--- src/hdl/irq_prio_defines.vh ---
// register offsets, field positions and reset values of the interrupt priority block
`ifndef IRQ_PRIO_DEFINES_VH
`define IRQ_PRIO_DEFINES_VH

// ----------------------------------------------------------------
// register indices
// ----------------------------------------------------------------
`define CORE_SOURCE_PRIORITY_IDX 3'h0
`define PERIPH_SOURCE_PRIORITY_A_IDX 3'h1
`define PERIPH_SOURCE_PRIORITY_B_IDX 3'h2
`define REQ_STATUS_LO_IDX 3'h3
`define REQ_STATUS_HI_IDX 3'h4
`define ARB_STATUS_IDX 3'h5

// ----------------------------------------------------------------
// reset values and masks
// ----------------------------------------------------------------
`define CORE_SOURCE_PRIORITY_RST 16'h0000
`define PERIPH_SOURCE_PRIORITY_A_RST 16'h0000
`define PERIPH_SOURCE_PRIORITY_B_RST 16'h0000
`define CORE_RESERVED_MASK 16'h0c00
`define FIELD_DISABLED 2'h0

// ----------------------------------------------------------------
// field positions, core register
// ----------------------------------------------------------------
`define CLOCK_LOCK_LEVEL_LSB 14
`define LOW_VOLTAGE_LEVEL_LSB 12
`define DEBUG_RX_FULL_LEVEL_LSB 8
`define DEBUG_TX_EMPTY_LEVEL_LSB 6
`define DEBUG_TRACE_LEVEL_LSB 4
`define DEBUG_BREAKPOINT_LEVEL_LSB 2
`define DEBUG_STEP_LEVEL_LSB 0

// ----------------------------------------------------------------
// field positions, peripheral register a
// ----------------------------------------------------------------
`define PORT_D_LEVEL_LSB 14
`define CAN_WAKE_LEVEL_LSB 12
`define CAN_TRANSMIT_LEVEL_LSB 10
`define CAN_RECEIVE_LEVEL_LSB 8
`define CAN_ERROR_LEVEL_LSB 6
`define FLASH_BUFFERS_EMPTY_LEVEL_LSB 4
`define FLASH_CMD_DONE_LEVEL_LSB 2
`define FLASH_ERROR_LEVEL_LSB 0

// ----------------------------------------------------------------
// field positions, peripheral register b
// ----------------------------------------------------------------
`define SERIAL0_TX_EMPTY_LEVEL_LSB 14
`define SPI1_TX_EMPTY_LEVEL_LSB 12
`define SPI1_RX_FULL_LEVEL_LSB 10
`define SPI0_TX_EMPTY_LEVEL_LSB 8
`define SPI0_RX_FULL_LEVEL_LSB 6
`define PORT_A_LEVEL_LSB 4
`define PORT_B_LEVEL_LSB 2
`define PORT_C_LEVEL_LSB 0

// ----------------------------------------------------------------
// arbitration status fields
// ----------------------------------------------------------------
`define ARB_VALID_BIT 15
`define ARB_RSVD_FLAG_BIT 14

`endif

--- src/hdl/prio_field_decode.v ---
// decode of one 2-bit priority field into enable and level
`timescale 1ns/10ps
`default_nettype none
`include "irq_prio_defines.vh"

module prio_field_decode #(
	parameter CORE = 1
) (
	input wire [1:0] code,
	output wire enable,
	output wire [1:0] level
);

	// ----------------------------------------------------------------
	// mapping
	// ----------------------------------------------------------------
	// core codes are the level itself, peripheral codes sit one above it
	function [1:0] map_level;
		input [1:0] c;
		input core_src;
		begin
			if (core_src) begin
				map_level = c;
			end else begin
				map_level = c - 2'h1;
			end
		end
	endfunction

	assign enable = (code != `FIELD_DISABLED);
	assign level = enable ? map_level(code, CORE != 0) : 2'h0;

endmodule

`default_nettype wire

--- src/hdl/prio_arbiter.v ---
// selects the highest-level active request, lowest index on a tie
`timescale 1ns/10ps
`default_nettype none

module prio_arbiter #(
	parameter N = 23,
	parameter SW = 5
) (
	input wire [N-1:0] req,
	input wire [2*N-1:0] lvl,
	output reg valid,
	output reg [1:0] level,
	output reg [SW-1:0] source
);

	integer i;

	// ----------------------------------------------------------------
	// search
	// ----------------------------------------------------------------
	always @* begin
		valid = 1'b0;
		level = 2'h0;
		source = {SW{1'b0}};
		for (i = 0; i < N; i = i + 1) begin
			if (req[i] && (!valid || lvl[2*i +: 2] > level)) begin
				valid = 1'b1;
				level = lvl[2*i +: 2];
				source = i[SW-1:0];
			end
		end
	end

endmodule

`default_nettype wire

--- src/hdl/irq_priority_level_config.v ---
// interrupt priority configuration registers and request forwarding
//
// Behaviour
// - each source has a 2-bit field; 00 disables it; all fields reset to 00
// - core register codes 01, 10, 11 give levels 1, 2, 3
// - peripheral register codes 01, 10, 11 give levels 0, 1, 2
// - core bits 15:14 set the clock loss or lock change level
// - core bits 13:12 set the low-voltage level, disabled after reset
// - core bits 9:8 debug receive full, bits 7:6 debug transmit empty
// - core bits 5:4 trace buffer, 3:2 breakpoint, 1:0 step counter
// - periph a bits 15:14 port d, 13:12 can wake, 11:10 can transmit
// - periph a bits 9:8 can receive, bits 7:6 can error
// - periph a bits 5:4 flash buffers empty, 3:2 command done, 1:0 error
// - periph b bits 15:14 serial0 tx, 13:12 spi1 tx, 11:10 spi1 rx
// - periph b bits 9:8 spi0 transmit empty, bits 7:6 spi0 receive full
// - periph b bits 5:4 port a, bits 3:2 port b, levels 0 to 2
// - periph b bits 1:0 port c, levels 0 to 2, disabled after reset
//
// Local design decision: the plain strobed port.
`timescale 1ns/10ps
`default_nettype none
`include "irq_prio_defines.vh"

module irq_priority_level_config #(
	parameter ADDR_W = 3,
	parameter DATA_W = 16,
	parameter SRC_W = 5
) (
	input wire clk,
	input wire rst,
	input wire ce,
	input wire [ADDR_W-1:0] addr,
	input wire [DATA_W-1:0] wr_data,
	input wire wr_en,
	input wire rd_en,
	output wire [DATA_W-1:0] rd_data,
	input wire [22:0] src_req,
	output wire [22:0] irq_req,
	output wire [3:0] level_req,
	output wire irq_valid,
	output wire [1:0] irq_level,
	output wire [SRC_W-1:0] irq_source
);

	localparam NSRC = 23;
	localparam NCORE = 7;

	// ----------------------------------------------------------------
	// registers
	// ----------------------------------------------------------------
	reg [15:0] core_source_priority_q;
	reg [15:0] periph_source_priority_a_q;
	reg [15:0] periph_source_priority_b_q;
	reg rsvd_flag_q;
	reg [DATA_W-1:0] rd_data_q;
	reg [DATA_W-1:0] rd_data_d;
	reg [NSRC-1:0] irq_req_q;
	reg [3:0] level_req_q;
	reg [3:0] level_req_d;
	reg irq_valid_q;
	reg [1:0] irq_level_q;
	reg [SRC_W-1:0] irq_source_q;

	// ----------------------------------------------------------------
	// bus decode
	// ----------------------------------------------------------------
	wire wr_core;
	wire wr_per_a;
	wire wr_per_b;
	wire wr_arb;
	wire rsvd_hit;
	wire rsvd_clr;

	assign wr_core = wr_en && (addr == `CORE_SOURCE_PRIORITY_IDX);
	assign wr_per_a = wr_en && (addr == `PERIPH_SOURCE_PRIORITY_A_IDX);
	assign wr_per_b = wr_en && (addr == `PERIPH_SOURCE_PRIORITY_B_IDX);
	assign wr_arb = wr_en && (addr == `ARB_STATUS_IDX);

	// reserved bits written non-zero are caught for software to inspect
	assign rsvd_hit = wr_core && ((wr_data & `CORE_RESERVED_MASK) != 16'h0000);
	assign rsvd_clr = wr_arb && wr_data[`ARB_RSVD_FLAG_BIT];

	// ----------------------------------------------------------------
	// named fields, core register
	// ----------------------------------------------------------------
	wire [1:0] clock_lock_level;
	wire [1:0] low_voltage_level;
	wire [1:0] debug_rx_full_level;
	wire [1:0] debug_tx_empty_level;
	wire [1:0] debug_trace_level;
	wire [1:0] debug_breakpoint_level;
	wire [1:0] debug_step_level;

	assign clock_lock_level = core_source_priority_q[`CLOCK_LOCK_LEVEL_LSB +: 2];
	assign low_voltage_level = core_source_priority_q[`LOW_VOLTAGE_LEVEL_LSB +: 2];
	assign debug_rx_full_level = core_source_priority_q[`DEBUG_RX_FULL_LEVEL_LSB +: 2];
	assign debug_tx_empty_level = core_source_priority_q[`DEBUG_TX_EMPTY_LEVEL_LSB +: 2];
	assign debug_trace_level = core_source_priority_q[`DEBUG_TRACE_LEVEL_LSB +: 2];
	assign debug_breakpoint_level =
		core_source_priority_q[`DEBUG_BREAKPOINT_LEVEL_LSB +: 2];
	assign debug_step_level = core_source_priority_q[`DEBUG_STEP_LEVEL_LSB +: 2];

	// ----------------------------------------------------------------
	// named fields, peripheral register a
	// ----------------------------------------------------------------
	wire [1:0] port_d_level;
	wire [1:0] can_wake_level;
	wire [1:0] can_transmit_level;
	wire [1:0] can_receive_level;
	wire [1:0] can_error_level;
	wire [1:0] flash_buffers_empty_level;
	wire [1:0] flash_cmd_done_level;
	wire [1:0] flash_error_level;

	assign port_d_level = periph_source_priority_a_q[`PORT_D_LEVEL_LSB +: 2];
	assign can_wake_level = periph_source_priority_a_q[`CAN_WAKE_LEVEL_LSB +: 2];
	assign can_transmit_level = periph_source_priority_a_q[`CAN_TRANSMIT_LEVEL_LSB +: 2];
	assign can_receive_level = periph_source_priority_a_q[`CAN_RECEIVE_LEVEL_LSB +: 2];
	assign can_error_level = periph_source_priority_a_q[`CAN_ERROR_LEVEL_LSB +: 2];
	assign flash_buffers_empty_level =
		periph_source_priority_a_q[`FLASH_BUFFERS_EMPTY_LEVEL_LSB +: 2];
	assign flash_cmd_done_level =
		periph_source_priority_a_q[`FLASH_CMD_DONE_LEVEL_LSB +: 2];
	assign flash_error_level = periph_source_priority_a_q[`FLASH_ERROR_LEVEL_LSB +: 2];

	// ----------------------------------------------------------------
	// named fields, peripheral register b
	// ----------------------------------------------------------------
	wire [1:0] serial0_tx_empty_level;
	wire [1:0] spi1_tx_empty_level;
	wire [1:0] spi1_rx_full_level;
	wire [1:0] spi0_tx_empty_level;
	wire [1:0] spi0_rx_full_level;
	wire [1:0] port_a_level;
	wire [1:0] port_b_level;
	wire [1:0] port_c_level;

	assign serial0_tx_empty_level =
		periph_source_priority_b_q[`SERIAL0_TX_EMPTY_LEVEL_LSB +: 2];
	assign spi1_tx_empty_level = periph_source_priority_b_q[`SPI1_TX_EMPTY_LEVEL_LSB +: 2];
	assign spi1_rx_full_level = periph_source_priority_b_q[`SPI1_RX_FULL_LEVEL_LSB +: 2];
	assign spi0_tx_empty_level = periph_source_priority_b_q[`SPI0_TX_EMPTY_LEVEL_LSB +: 2];
	assign spi0_rx_full_level = periph_source_priority_b_q[`SPI0_RX_FULL_LEVEL_LSB +: 2];
	assign port_a_level = periph_source_priority_b_q[`PORT_A_LEVEL_LSB +: 2];
	assign port_b_level = periph_source_priority_b_q[`PORT_B_LEVEL_LSB +: 2];
	assign port_c_level = periph_source_priority_b_q[`PORT_C_LEVEL_LSB +: 2];

	// ----------------------------------------------------------------
	// source ordering
	// ----------------------------------------------------------------
	// source 0 is the step counter, 22 is serial0 transmit empty
	wire [2*NSRC-1:0] codes;

	assign codes = {
		serial0_tx_empty_level,
		spi1_tx_empty_level,
		spi1_rx_full_level,
		spi0_tx_empty_level,
		spi0_rx_full_level,
		port_a_level,
		port_b_level,
		port_c_level,
		port_d_level,
		can_wake_level,
		can_transmit_level,
		can_receive_level,
		can_error_level,
		flash_buffers_empty_level,
		flash_cmd_done_level,
		flash_error_level,
		clock_lock_level,
		low_voltage_level,
		debug_rx_full_level,
		debug_tx_empty_level,
		debug_trace_level,
		debug_breakpoint_level,
		debug_step_level
	};

	// ----------------------------------------------------------------
	// field decode
	// ----------------------------------------------------------------
	wire [NSRC-1:0] src_en;
	wire [2*NSRC-1:0] src_lvl;
	wire [NSRC-1:0] gated_req;

	genvar g;
	generate
		for (g = 0; g < NSRC; g = g + 1) begin : dec
			prio_field_decode #(
				.CORE(g < NCORE)
			) u_dec (
				.code(codes[2*g +: 2]),
				.enable(src_en[g]),
				.level(src_lvl[2*g +: 2])
			);
		end
	endgenerate

	// a disabled source is blocked here, whatever its request does
	assign gated_req = src_req & src_en;

	// ----------------------------------------------------------------
	// arbitration
	// ----------------------------------------------------------------
	wire arb_valid;
	wire [1:0] arb_level;
	wire [SRC_W-1:0] arb_source;

	prio_arbiter #(
		.N(NSRC),
		.SW(SRC_W)
	) u_arb (
		.req(gated_req),
		.lvl(src_lvl),
		.valid(arb_valid),
		.level(arb_level),
		.source(arb_source)
	);

	// one bit per level, set while any enabled request sits at it
	integer k;
	always @* begin
		level_req_d = 4'h0;
		for (k = 0; k < NSRC; k = k + 1) begin
			if (gated_req[k]) begin
				level_req_d[src_lvl[2*k +: 2]] = 1'b1;
			end
		end
	end

	// ----------------------------------------------------------------
	// configuration registers
	// ----------------------------------------------------------------
	always @(posedge clk or posedge rst) begin
		if (rst) begin
			core_source_priority_q <= `CORE_SOURCE_PRIORITY_RST;
			periph_source_priority_a_q <= `PERIPH_SOURCE_PRIORITY_A_RST;
			periph_source_priority_b_q <= `PERIPH_SOURCE_PRIORITY_B_RST;
			rsvd_flag_q <= 1'b0;
		end else if (ce) begin
			if (wr_core) begin
				// reserved bits never store, so they read back as zero
				core_source_priority_q <= wr_data & ~`CORE_RESERVED_MASK;
			end
			if (wr_per_a) begin
				periph_source_priority_a_q <= wr_data;
			end
			if (wr_per_b) begin
				periph_source_priority_b_q <= wr_data;
			end
			// set wins over a clear in the same cycle
			if (rsvd_hit) begin
				rsvd_flag_q <= 1'b1;
			end else if (rsvd_clr) begin
				rsvd_flag_q <= 1'b0;
			end
		end
	end

	// ----------------------------------------------------------------
	// request outputs
	// ----------------------------------------------------------------
	always @(posedge clk or posedge rst) begin
		if (rst) begin
			irq_req_q <= {NSRC{1'b0}};
			level_req_q <= 4'h0;
			irq_valid_q <= 1'b0;
			irq_level_q <= 2'h0;
			irq_source_q <= {SRC_W{1'b0}};
		end else if (ce) begin
			irq_req_q <= gated_req;
			level_req_q <= level_req_d;
			irq_valid_q <= arb_valid;
			irq_level_q <= arb_level;
			irq_source_q <= arb_source;
		end
	end

	// ----------------------------------------------------------------
	// read path
	// ----------------------------------------------------------------
	always @* begin
		rd_data_d = {DATA_W{1'b0}};
		case (addr)
			`CORE_SOURCE_PRIORITY_IDX: begin
				rd_data_d = core_source_priority_q;
			end
			`PERIPH_SOURCE_PRIORITY_A_IDX: begin
				rd_data_d = periph_source_priority_a_q;
			end
			`PERIPH_SOURCE_PRIORITY_B_IDX: begin
				rd_data_d = periph_source_priority_b_q;
			end
			`REQ_STATUS_LO_IDX: begin
				rd_data_d = irq_req_q[15:0];
			end
			`REQ_STATUS_HI_IDX: begin
				rd_data_d = {4'h0, level_req_q, 1'b0, irq_req_q[22:16]};
			end
			`ARB_STATUS_IDX: begin
				rd_data_d = {irq_valid_q, rsvd_flag_q, 1'b0, irq_source_q, 6'h00, irq_level_q};
			end
			default: begin
				rd_data_d = {DATA_W{1'b0}};
			end
		endcase
	end

	// data stand only in the cycle after the read strobe
	always @(posedge clk or posedge rst) begin
		if (rst) begin
			rd_data_q <= {DATA_W{1'b0}};
		end else if (ce) begin
			if (rd_en) begin
				rd_data_q <= rd_data_d;
			end else begin
				rd_data_q <= {DATA_W{1'b0}};
			end
		end
	end

	// ----------------------------------------------------------------
	// outputs
	// ----------------------------------------------------------------
	assign rd_data = rd_data_q;
	assign irq_req = irq_req_q;
	assign level_req = level_req_q;
	assign irq_valid = irq_valid_q;
	assign irq_level = irq_level_q;
	assign irq_source = irq_source_q;

endmodule

`default_nettype wire

--- config.mk ---
export PLATFORM = sky130hd
export DESIGN_NAME = irq_priority_level_config
export DESIGN_NICKNAME = d
export VERILOG_FILES = /design/src/hdl/prio_field_decode.v /design/src/hdl/prio_arbiter.v /design/src/hdl/irq_priority_level_config.v
export VERILOG_INCLUDE_DIRS = /design/src /design/src/hdl
export SDC_FILE = /design/constraint.sdc
export NUM_CORES = 1
export LEC_CHECK = 0
export BUFFER_PORTS_ARGS = -buffer_cell sky130_fd_sc_hd__buf_2
export CAP_MARGIN = 15
export CELL_PAD_IN_SITES_DETAIL_PLACEMENT = 0
export CELL_PAD_IN_SITES_GLOBAL_PLACEMENT = 2
export CORE_MARGIN = 3
export CORE_UTILIZATION = 36
export CTS_CLUSTER_DIAMETER = 50
export DETAILED_ROUTE_END_ITERATION = 10
export PLACE_DENSITY = 0.89
export SYNTH_ARGS = -nofsm -noshare
export SYNTH_HDL_FRONTEND = slang
export SYNTH_SLANG_ARGS = --single-unit
--- constraint.sdc ---
create_clock -name clk -period 27.9 [get_ports clk]
set_clock_uncertainty 0.05 [all_clocks]
set_input_delay 4.185 -clock clk [delete_from_list [all_inputs] [get_ports clk]]
set_output_delay 4.185 -clock clk [all_outputs]
set_load 0.01 [all_outputs]
======== Word level (Yosys, flattened, before mapping) ========
Index checks and enable logic that the tools add are counted.
word-level totals
  register bits ........................... 98
  input bits .............................. 47
  output and inout bits ................... 51
cells by class
  add/sub/neg operators ................... 16
  $lt $le $gt $ge ......................... 68
  equality and inequality tests ........... 5
  muxes and demuxes ....................... 164
  bitwise gates (word level) .............. 23
  reductions and logical operators ........ 125
operators with widths
  operator                                                     count
  2-to-1 mux 4 bit                                             31
  2-to-1 mux 2 bit                                             48
  case mux 16 bit (6 select lines)                             1
  OR 4 bit                                                     22
  less-than comparator 2 x 3 -> 1 bit (second input constant)  23
  logical AND 1 bit                                            51
  2-to-1 mux 1 bit                                             49
  nonzero test 2 bit                                           24
  demux 1 bit (select 2 bit)                                   23
  >= comparator 2 x 1 -> 1 bit (second input constant)         23
  greater-than comparator 2 bit                                22
  2-to-1 mux 5 bit                                             7
  subtractor 2 x 1 -> 2 bit (second input constant)            16
  bitwise AND 23 bit                                           1
  zero test 1 bit                                              22
  logical OR 1 bit                                             22
  2-to-1 mux 16 bit                                            1
  nonzero test 16 bit                                          1
  2-to-1 mux 3 bit                                             4
  AND reduction 2 bit                                          4
  == test 3 x 2 -> 1 bit (second input constant)               2
  == test 3 bit (second input constant)                        2
  == test 3 x 1 -> 1 bit (second input constant)               1
  zero test 3 bit                                              1

======== Logic depth before layout (Yosys ltp) ========
Gate-level depths: netlist of the first run.
  depth after elaboration ................. 91
  mapped depth ............................ 153

======== Cells and area by module ========
From an unflattened synthesis of the first run, not the netlist that was laid out.
unflattened totals
  cell total of the unflattened synthesis .. 883
  area, all modules ....................... 8,146.6 µm²
modules (own cells, without submodules)
  module                                 times used  cells each  area an instance (µm²)  sequential area each (µm²)
  irq_priority_level_config              1           474         5,363.9                 2,452.4
  prio_arbiter                           1           340         2,326.0                 0.0
  prio_field_decode (dec[10].u_dec ...)  16          3           22.5                    0.0
  prio_field_decode (dec[0].u_dec ...)   7           3           13.8                    0.0

======== Least setup slack after synthesis of the first run ========
No wires, ideal clock.
  path type ............................... input-to-reg
  from .................................... input src_req[0]
  to ...................................... register irq_source_q[2] (netlist: irq_source[2])
  setup time .............................. 0.126 ns
  arrival time ............................ 28.134 ns
  slack ................................... -0.410 ns
  stages on the path ...................... 140
  path through ............................ nand2_1 -> ha_1 -> nor2b_1 -> o211ai_1 -> a311oi_2 -> inv_1 -> ha_1 -> nor2b_1 -> o21ai_0 -> a21oi_1 -> o21ai_0 -> ha_1 -> nor2b_1 -> o21ai_0 -> and2_1 -> nor2_1 -> nor2_1 -> nor2_1 -> [... 104 more ...] -> nand2_1 -> o21ai_0 -> a21oi_1 -> a22o_1 -> inv_1 -> ha_1 -> a21oi_1 -> a21oi_1 -> o21a_1 -> and2_1 -> a22oi_1 -> ha_1 -> nor2b_1 -> o21ai_0 -> nand2_1 -> nand2_1 -> nand2_1 -> o32a_1
on the way
  word-level cells in the longest chain between the ends .. 90
  elaborated cells between the ends (all ways) .. 152
  those cells by class .................... order compare: 22; mux: 63; bitwise: 1; reduce/logical: 66
ends and longest elaborated chain
  item                                                              RTL line                         RTL
  start, declared                                                   irq_priority_level_config.v:37   input wire [22:0] src_req,
  bitwise AND 23 bit *                                              irq_priority_level_config.v:201  assign gated_req = src_req & src_en;
  2-to-1 mux 2 bit or 2-to-1 mux 1 bit (tied branches)              prio_arbiter.v:26                if (req[i] && (!valid || lvl[2*i +: 2] > level)) begin
  greater-than comparator 2 bit or zero test 1 bit (tied branches)  prio_arbiter.v:26
  logical OR 1 bit                                                  prio_arbiter.v:26
  logical AND 1 bit                                                 prio_arbiter.v:26
  2-to-1 mux 2 bit or 2-to-1 mux 1 bit (tied branches)              prio_arbiter.v:26
  greater-than comparator 2 bit or zero test 1 bit (tied branches)  prio_arbiter.v:26
  logical OR 1 bit                                                  prio_arbiter.v:26
  [... 74 more ...]                                                 --
  greater-than comparator 2 bit or zero test 1 bit (tied branches)  prio_arbiter.v:26
  logical OR 1 bit                                                  prio_arbiter.v:26
  logical AND 1 bit                                                 prio_arbiter.v:26
  2-to-1 mux 2 bit or 2-to-1 mux 1 bit (tied branches)              prio_arbiter.v:26
  greater-than comparator 2 bit or zero test 1 bit (tied branches)  prio_arbiter.v:26
  logical OR 1 bit                                                  prio_arbiter.v:26
  logical AND 1 bit                                                 prio_arbiter.v:26
  2-to-1 mux 5 bit *                                                prio_arbiter.v:26
  end signal, assigned                                              irq_priority_level_config.v:270  irq_source_q <= {SRC_W{1'b0}};
  end signal, assigned                                              irq_priority_level_config.v:276  irq_source_q <= arb_source;
  end, declared                                                     irq_priority_level_config.v:62   reg [SRC_W-1:0] irq_source_q;
Every way passes the cells marked *; elsewhere a longest branch is shown, timed or not.
A chain may end at the register's enable or synchronous reset.

======== Worst setup path after layout of the first run ========
  from .................................... input src_req[0]
  to ...................................... register irq_source_q[3] (netlist: irq_source[3])
The elaborated chain is that of the path after synthesis.

==> flow_summary.yaml, run 1 <==
setup_path:
  crit_type: "in2reg"
  worstPathMaxFanout: 4
  reg2reg_from: "core_source_priority_q[1]"
  crit_buf_inv: 13
  crit_cells: 149
  critPathMostFrequentCell: "ha_1"
  cp_top_family: "compound AO/OA/AOI/OAI gates"
  ff2ff_setup_slack_ns: 3.56
  worst_setup_path_start_kind: "input port"
  end_kind: "flip-flop"
  required_ns: 28.09
  crit_path_max_incr_delay_ns: 0.52
  arrival_ns: 27.80
  timing.rr.end: "irq_source[3]"
  r2r_cells: 148
  cpMaxStageDelayCell: "or4_4"
pwr:
  power.density_mw_per_mm2: 119
  power.leakage_nw: 4.71
  p_total_mw: 1.28
  ir_drop_uv: 46.9
clock_network:
  clock_path_buffers: 2
  clock-sinks: 98
  insertion_delay_ns: 0.35
  cts_hold_buf: 0
  cts_tree: "built"
  cts_made_buffers: 9
  clockRootBuffer: "clkbuf_16"
  clkTransAtPathRegs_ns: 0.07
  cts_max_level: 3
cells_and_area:
  final_common_cell: "buf_4"
  layout.nets: 1204
  layout_common_cells: "buf_4 (173), dfrtp_1 (98), buf_2 (96), nand2_1 (95), mux2_2 (55)"
  drive_gt1_share_pct: 45.6
  area_delta_synth_final_pct: 39.6
  antenna_cells: 0
  layoutNonFillerInstCount: 1403
worst_hold_path:
  hold_depth: 1
  min_to: "rd_data[12]"
  hp-start: "rd_data[12]"
  hold_class: "reg2reg"
job:
  cap_violations: 0
drt:
  drtAntennaViolNets: 0
  firstDrtPassIters: 6
  wl_um: 31500
  drt_iter0_drc: 775
  vias: 8498
  drt-wirelength-per-cell_um: 22.5
  drc_errors: 0
  viasPerCell: 6.06
yosys:
  ys.flop_type: "dfrtp_1"
  ys_async_sr_fraction_pct: 100
  syn_nets: 964
  synth_area_mm2: 0.00768
  yosysWarnings: 0
  synth_edf_count: 0
  yosysSeqAreaShare_pct: 31.9
  ys_ff_latch: 98
  syn_area_per_cell_um2: 8.65
  syn_inst: 888
  ys_types: 85
place:
  dp_hpwl_um: 23700
  routabilityCongestion: 0.932
  io_buffers: 97
  dpl.cell_count: 1328
timing:
  setup_viol: 0
  relSlewSlack_pct: 39.9
  fin_crit_sh_pct: 99.0
  fmax_ghz: 0.0362
  finalMaxSlewViolations: 0
  hold_violations: 0
  holdWs_ns: 0.433
  rsz0062_at_grt: "true"
  period_needed_ns: 27.61
  tightest_slew_ns: 0.897
die:
  initial_core_util_pct: 37.3
  core_mm2: 0.0206
  fp.dieW_um: 152
  ios: 98
  die_h_um: 152
  fp-row-count: 52
  die_area_mm2: 0.0231
grt:
  grt_pass1_vias: 7708
  overflow: 0
  grt_util_all_layers_pct: 25.3
  grt_pass1_wl_um: 46100
  antenna_found_initial: 0
  grt_max_degree: 65
run_status:
  outcome: "completed"
## cell type report
class                   count  area [um^2]
fillers                  1953         9850
multi-input cells         708         5610
flip-flops and latches     98         2450
repair buffers            276         1860
well taps                 270          338
clock buffers               9          225
inverters                  35          134
clock inverters             7         95.1
## flip-flops by register name, summed over array words and instances, names as in the netlist, 2 cells and up
register	count
irq_level	2
level_req	4
rd_data	16
core_source_priority_q	14
periph_source_priority_b_q	16
irq_source	5
periph_source_priority_a_q	16
irq_req	23
## worst max-delay path by stage
| stage | startpoint | slack, ns | end |
|---|---|---|---|
| after global routing | src_req[0] | -0.94 | irq_source[0] |
| after floorplan | src_req[0] | 0.007 | irq_source[2] |
| final | src_req[0] | 0.29 | irq_source[3] |
| after CTS | src_req[0] | 0.004 | irq_source[3] |
| after detailed placement | src_req[0] | -1.54 | irq_source[3] |
| after global placement | src_req[0] | -1.16 | irq_source[3] |
## worst register-to-register path: cells and delay by family (launching register included)
| family | cells | cell delay, ns |
|---|---|---|
| AO/OA/AOI/OAI | 61 | 9.46 |
| AND/OR/NAND/NOR | 52 | 6.63 |
| adder cells (fa/ha/maj) | 23 | 6.32 |
| buffers and inverters | 12 | 1.21 |
| flip-flops | 1 | 0.60 |
## power breakdown
part / switching [mW] / internal [mW]
clock: 0.0613 / 0.0722
sequential: 0.0665 / 0.172
combinational: 0.437 / 0.469
total: 0.565 / 0.713
## synthesized netlist by cell type, types with 6 or more instances
cell type | n | share of area (%)
nand2_1 | 108 | 5.3
dfrtp_1 | 98 | 32
nor2_1 | 63 | 3.1
o21ai_0 | 61 | 4.0
mux2_2 | 55 | 8.1
a21oi_1 | 53 | 3.5
clkbuf_1 | 38 | 1.9
inv_1 | 35 | 1.7
nand3_1 | 34 | 2.2
ha_1 | 29 | 4.7
o21a_1 | 16 | 1.6
o2bb2ai_1 | 16 | 1.8
nand2b_1 | 14 | 1.1
nor3_1 | 13 | 0.85
o22ai_1 | 12 | 0.98
a22oi_1 | 11 | 1.1
and2_1 | 11 | 0.90
nor2b_1 | 11 | 0.90
and3_1 | 10 | 0.81
nand3b_1 | 10 | 0.98
o21ai_1 | 10 | 0.65
a21o_1 | 9 | 0.88
mux4_2 | 9 | 2.6
o2111ai_1 | 8 | 0.91
a31oi_1 | 7 | 0.57
nor4_1 | 7 | 0.57
o211ai_1 | 7 | 0.68
a22o_1 | 6 | 0.68
buf_1 | 6 | 0.29
o21ai_2 | 6 | 0.68
o221ai_1 | 6 | 0.68
o22a_1 | 6 | 0.68
## what timing repair did
item                                    in CTS  in global routing
endpoints found under the setup margin       7                  7
resized for setup                           49                116
setup buffers                               30                 30
hold endpoints to repair                     0                  0
pin swaps                                   42                124
## cells by family (layout without fill, tap and decap cells)
kind of cell / count (synthesis) / after routing / synth area share [%]
fa+ha+maj: 31 / 31 / 4.99
simple gates: 314 / 314 / 20.3
flops: 98 / 98 / 31.9
xor+xnor: 1 / 1 / 0.114
compound gates: 294 / 294 / 27.4
buf+inv: 82 / 327 / 4.06
mux: 68 / 68 / 11.2
## per-stage QoR
stage / setup slack (ns) / setup TNS [ns] / cell area [um^2] / util (%)
floorplan: 0.00730 / 0 / 7690 / -
global placement: -1.16 / -7.62 / 9260 / 45.0
detailed placement: -1.54 / -10.21 / 9260 / 45.0
CTS: 0.00417 / 0 / 10000 / 48.8
global route: -0.938 / -6.05 / 10700 / 52.1
finish: 0.286 / 0 / 10700 / 52.1
## metal layers
layer  GRT usage, %  wire [um]  share of wire (%)
met2           41.6      15100                 48
met1           35.3      13400                 43
met5              0          0                  0
met3           3.50       2390                7.6
met4           6.12        664                2.1
(Power assumes the default switching activity.)
==> run 2, diff against run 1 <==
MAX_ROUTING_LAYER = met4   (was unset)
==> run 2 against run 1 <==
  * Global-route usage rose by 0.77 points
  * Core utilization is 0.94 points lower
  * Critical endpoint unchanged
  * Sequential cell count is the same
  * Clock power fell by 9%
==> flow_summary.yaml, run 2 (synthesis gave the netlist of run 1 again) <==
drt:
  drc_errors: 0
  drt_iter0_drc: 763
  wl_um: 31400
  firstDrtPassIters: 5
  vias: 8319
  drtAntennaViolNets: 0
  drt-wirelength-per-cell_um: 22.9
  viasPerCell: 6.06
die:
  fp.dieW_um: 152
  die_area_mm2: 0.0231
  fp-row-count: 52
  core_mm2: 0.0206
  ios: 98
  initial_core_util_pct: 37.3
  die_h_um: 152
setup_path:
  critPathMostFrequentCell: "a21oi_2"
  arrival_ns: 27.78
  crit_path_max_incr_delay_ns: 0.41
  required_ns: 28.08
  ff2ff_setup_slack_ns: 3.58
  crit_type: "in2reg"
  end_kind: "flip-flop"
  cpMaxStageDelayCell: "or3_4"
  worst_setup_path_start_kind: "input port"
  worstPathMaxFanout: 4
clock_network:
  cts_hold_buf: 0
  cts_max_level: 3
  cts_made_buffers: 9
  clockRootBuffer: "clkbuf_16"
  clock_path_buffers: 2
  clkTransAtPathRegs_ns: 0.07
  insertion_delay_ns: 0.35
  clock-sinks: 98
  cts_tree: "built"
place:
  dp_hpwl_um: 23900
  io_buffers: 97
  routabilityCongestion: 0.956
  placed_cell_area_mm2: 0.00922
grt:
  antenna_found_initial: 0
  grt_util_all_layers_pct: 26.0
  grt_pass1_wl_um: 46100
  overflow: 0
  grt_max_degree: 52
  grt_pass1_vias: 7755
timing:
  fmax_ghz: 0.0362
  hold_violations: 0
  relSlewSlack_pct: 39.8
  setup_viol: 0
  fin_crit_sh_pct: 98.9
  rsz0062_at_grt: "true"
  period_needed_ns: 27.60
  tightest_slew_ns: 0.899
  finalMaxSlewViolations: 0
pwr:
  ir_drop_uv: 56.9
  power.leakage_nw: 4.57
  power.density_mw_per_mm2: 121
cells_and_area:
  layout.nets: 1173
  final_common_cell: "buf_4"
  final_core_util_pct: 51.2
  antenna_cells: 0
  nFillCells: 1966
  stdcell_area_mm2: 0.0105
  drive_gt1_share_pct: 44.6
  area_delta_synth_final_pct: 37.0
  layout_common_cells: "buf_4 (143), dfrtp_1 (98), buf_2 (96), nand2_1 (95), mux2_2 (55)"
  largest_register_ffs: 23
worst_hold_path:
  hold_class: "reg2reg"
run_status:
  outcome: "completed"
job:
  cap_violations: 0
[run 2: changes by cell type in the layout (fill, tap and decap cells not counted), sizes merged]
| cell | delta |
|---|---|
| clkinv | +2 |
| buf | -31 |
| bufinv | -1 |
| inv | +1 |
| clkinvlp | -2 |
[run 2: final timing paths]
kind                                            from             to  cells past startpoint
max reg2reg                core_source_priority_q[1]  irq_source[3]                    149
min reg2reg                               rd_data[5]     rd_data[5]                      1
min                                       rd_data[5]     rd_data[5]                      1
max in group asynchronous                        rst    rsvd_flag_q                      3
min in group asynchronous                        rst     rd_data[5]                      2
max                                       src_req[0]  irq_source[3]                    150
[run 2: metrics by stage]
| stage | power [mW] | hold WS (ns) | TNS, ns | cells | setup slack, ns |
|---|---|---|---|---|---|
| 6_report | 1.27 | 0.434 | 0 | 1372 | 0.302 |
| 3_3_place_gp | 0.890 | 0.416 | -6.36 | 1323 | -0.984 |
| 2_1_floorplan | 0.606 | 0.412 | 0 | 888 | 0.00730 |
| 5_1_grt | 1.35 | 0.445 | -6.57 | 1372 | -1.05 |
| 4_1_cts | 1.07 | 0.440 | 0 | 1345 | 0.0107 |
| 3_5_place_dp | 0.899 | 0.421 | -9.76 | 1323 | -1.47 |
[run 2: repair_timing]
action,CTS,global route
cloned,0,0
pin swaps,17,132
endpoints found under the setup margin,7,7
resized for setup,39,132
buffers inserted,6,27
[run 2: critical path, delay by kind of cell]
family	cells	cell delay, ns
AO/OA/AOI/OAI	61	9.62
AND/OR/NAND/NOR	53	6.57
adder cells (fa/ha/maj)	23	6.07
buffers and inverters	13	1.28
[run 2: metal layers]
metal / part of all wire [%] / track usage [%]
met5: 0 / -
met3: 8.0 / 6.37
met1: 42 / 34.5
met4: 3.4 / 7.62
met2: 46 / 39.6
[run 2: layout make-up]
class,instances,area (um^2),area share [%]
well taps,270,338,3.21
clock buffers,9,225,2.14
flip-flops and latches,98,2450,23.3
inverters,35,134,1.27
repair buffers,245,1630,15.4
multi-input cells,708,5690,54.1
clock inverters,7,58.8,0.559
[run 2: report_power, final]
group,total [mW],switching [mW],internal [mW]
Clock,0.122,0.0598,0.0623
Sequential,0.241,0.0685,0.172
Combinational,0.910,0.445,0.465
Total,1.27,0.573,0.700
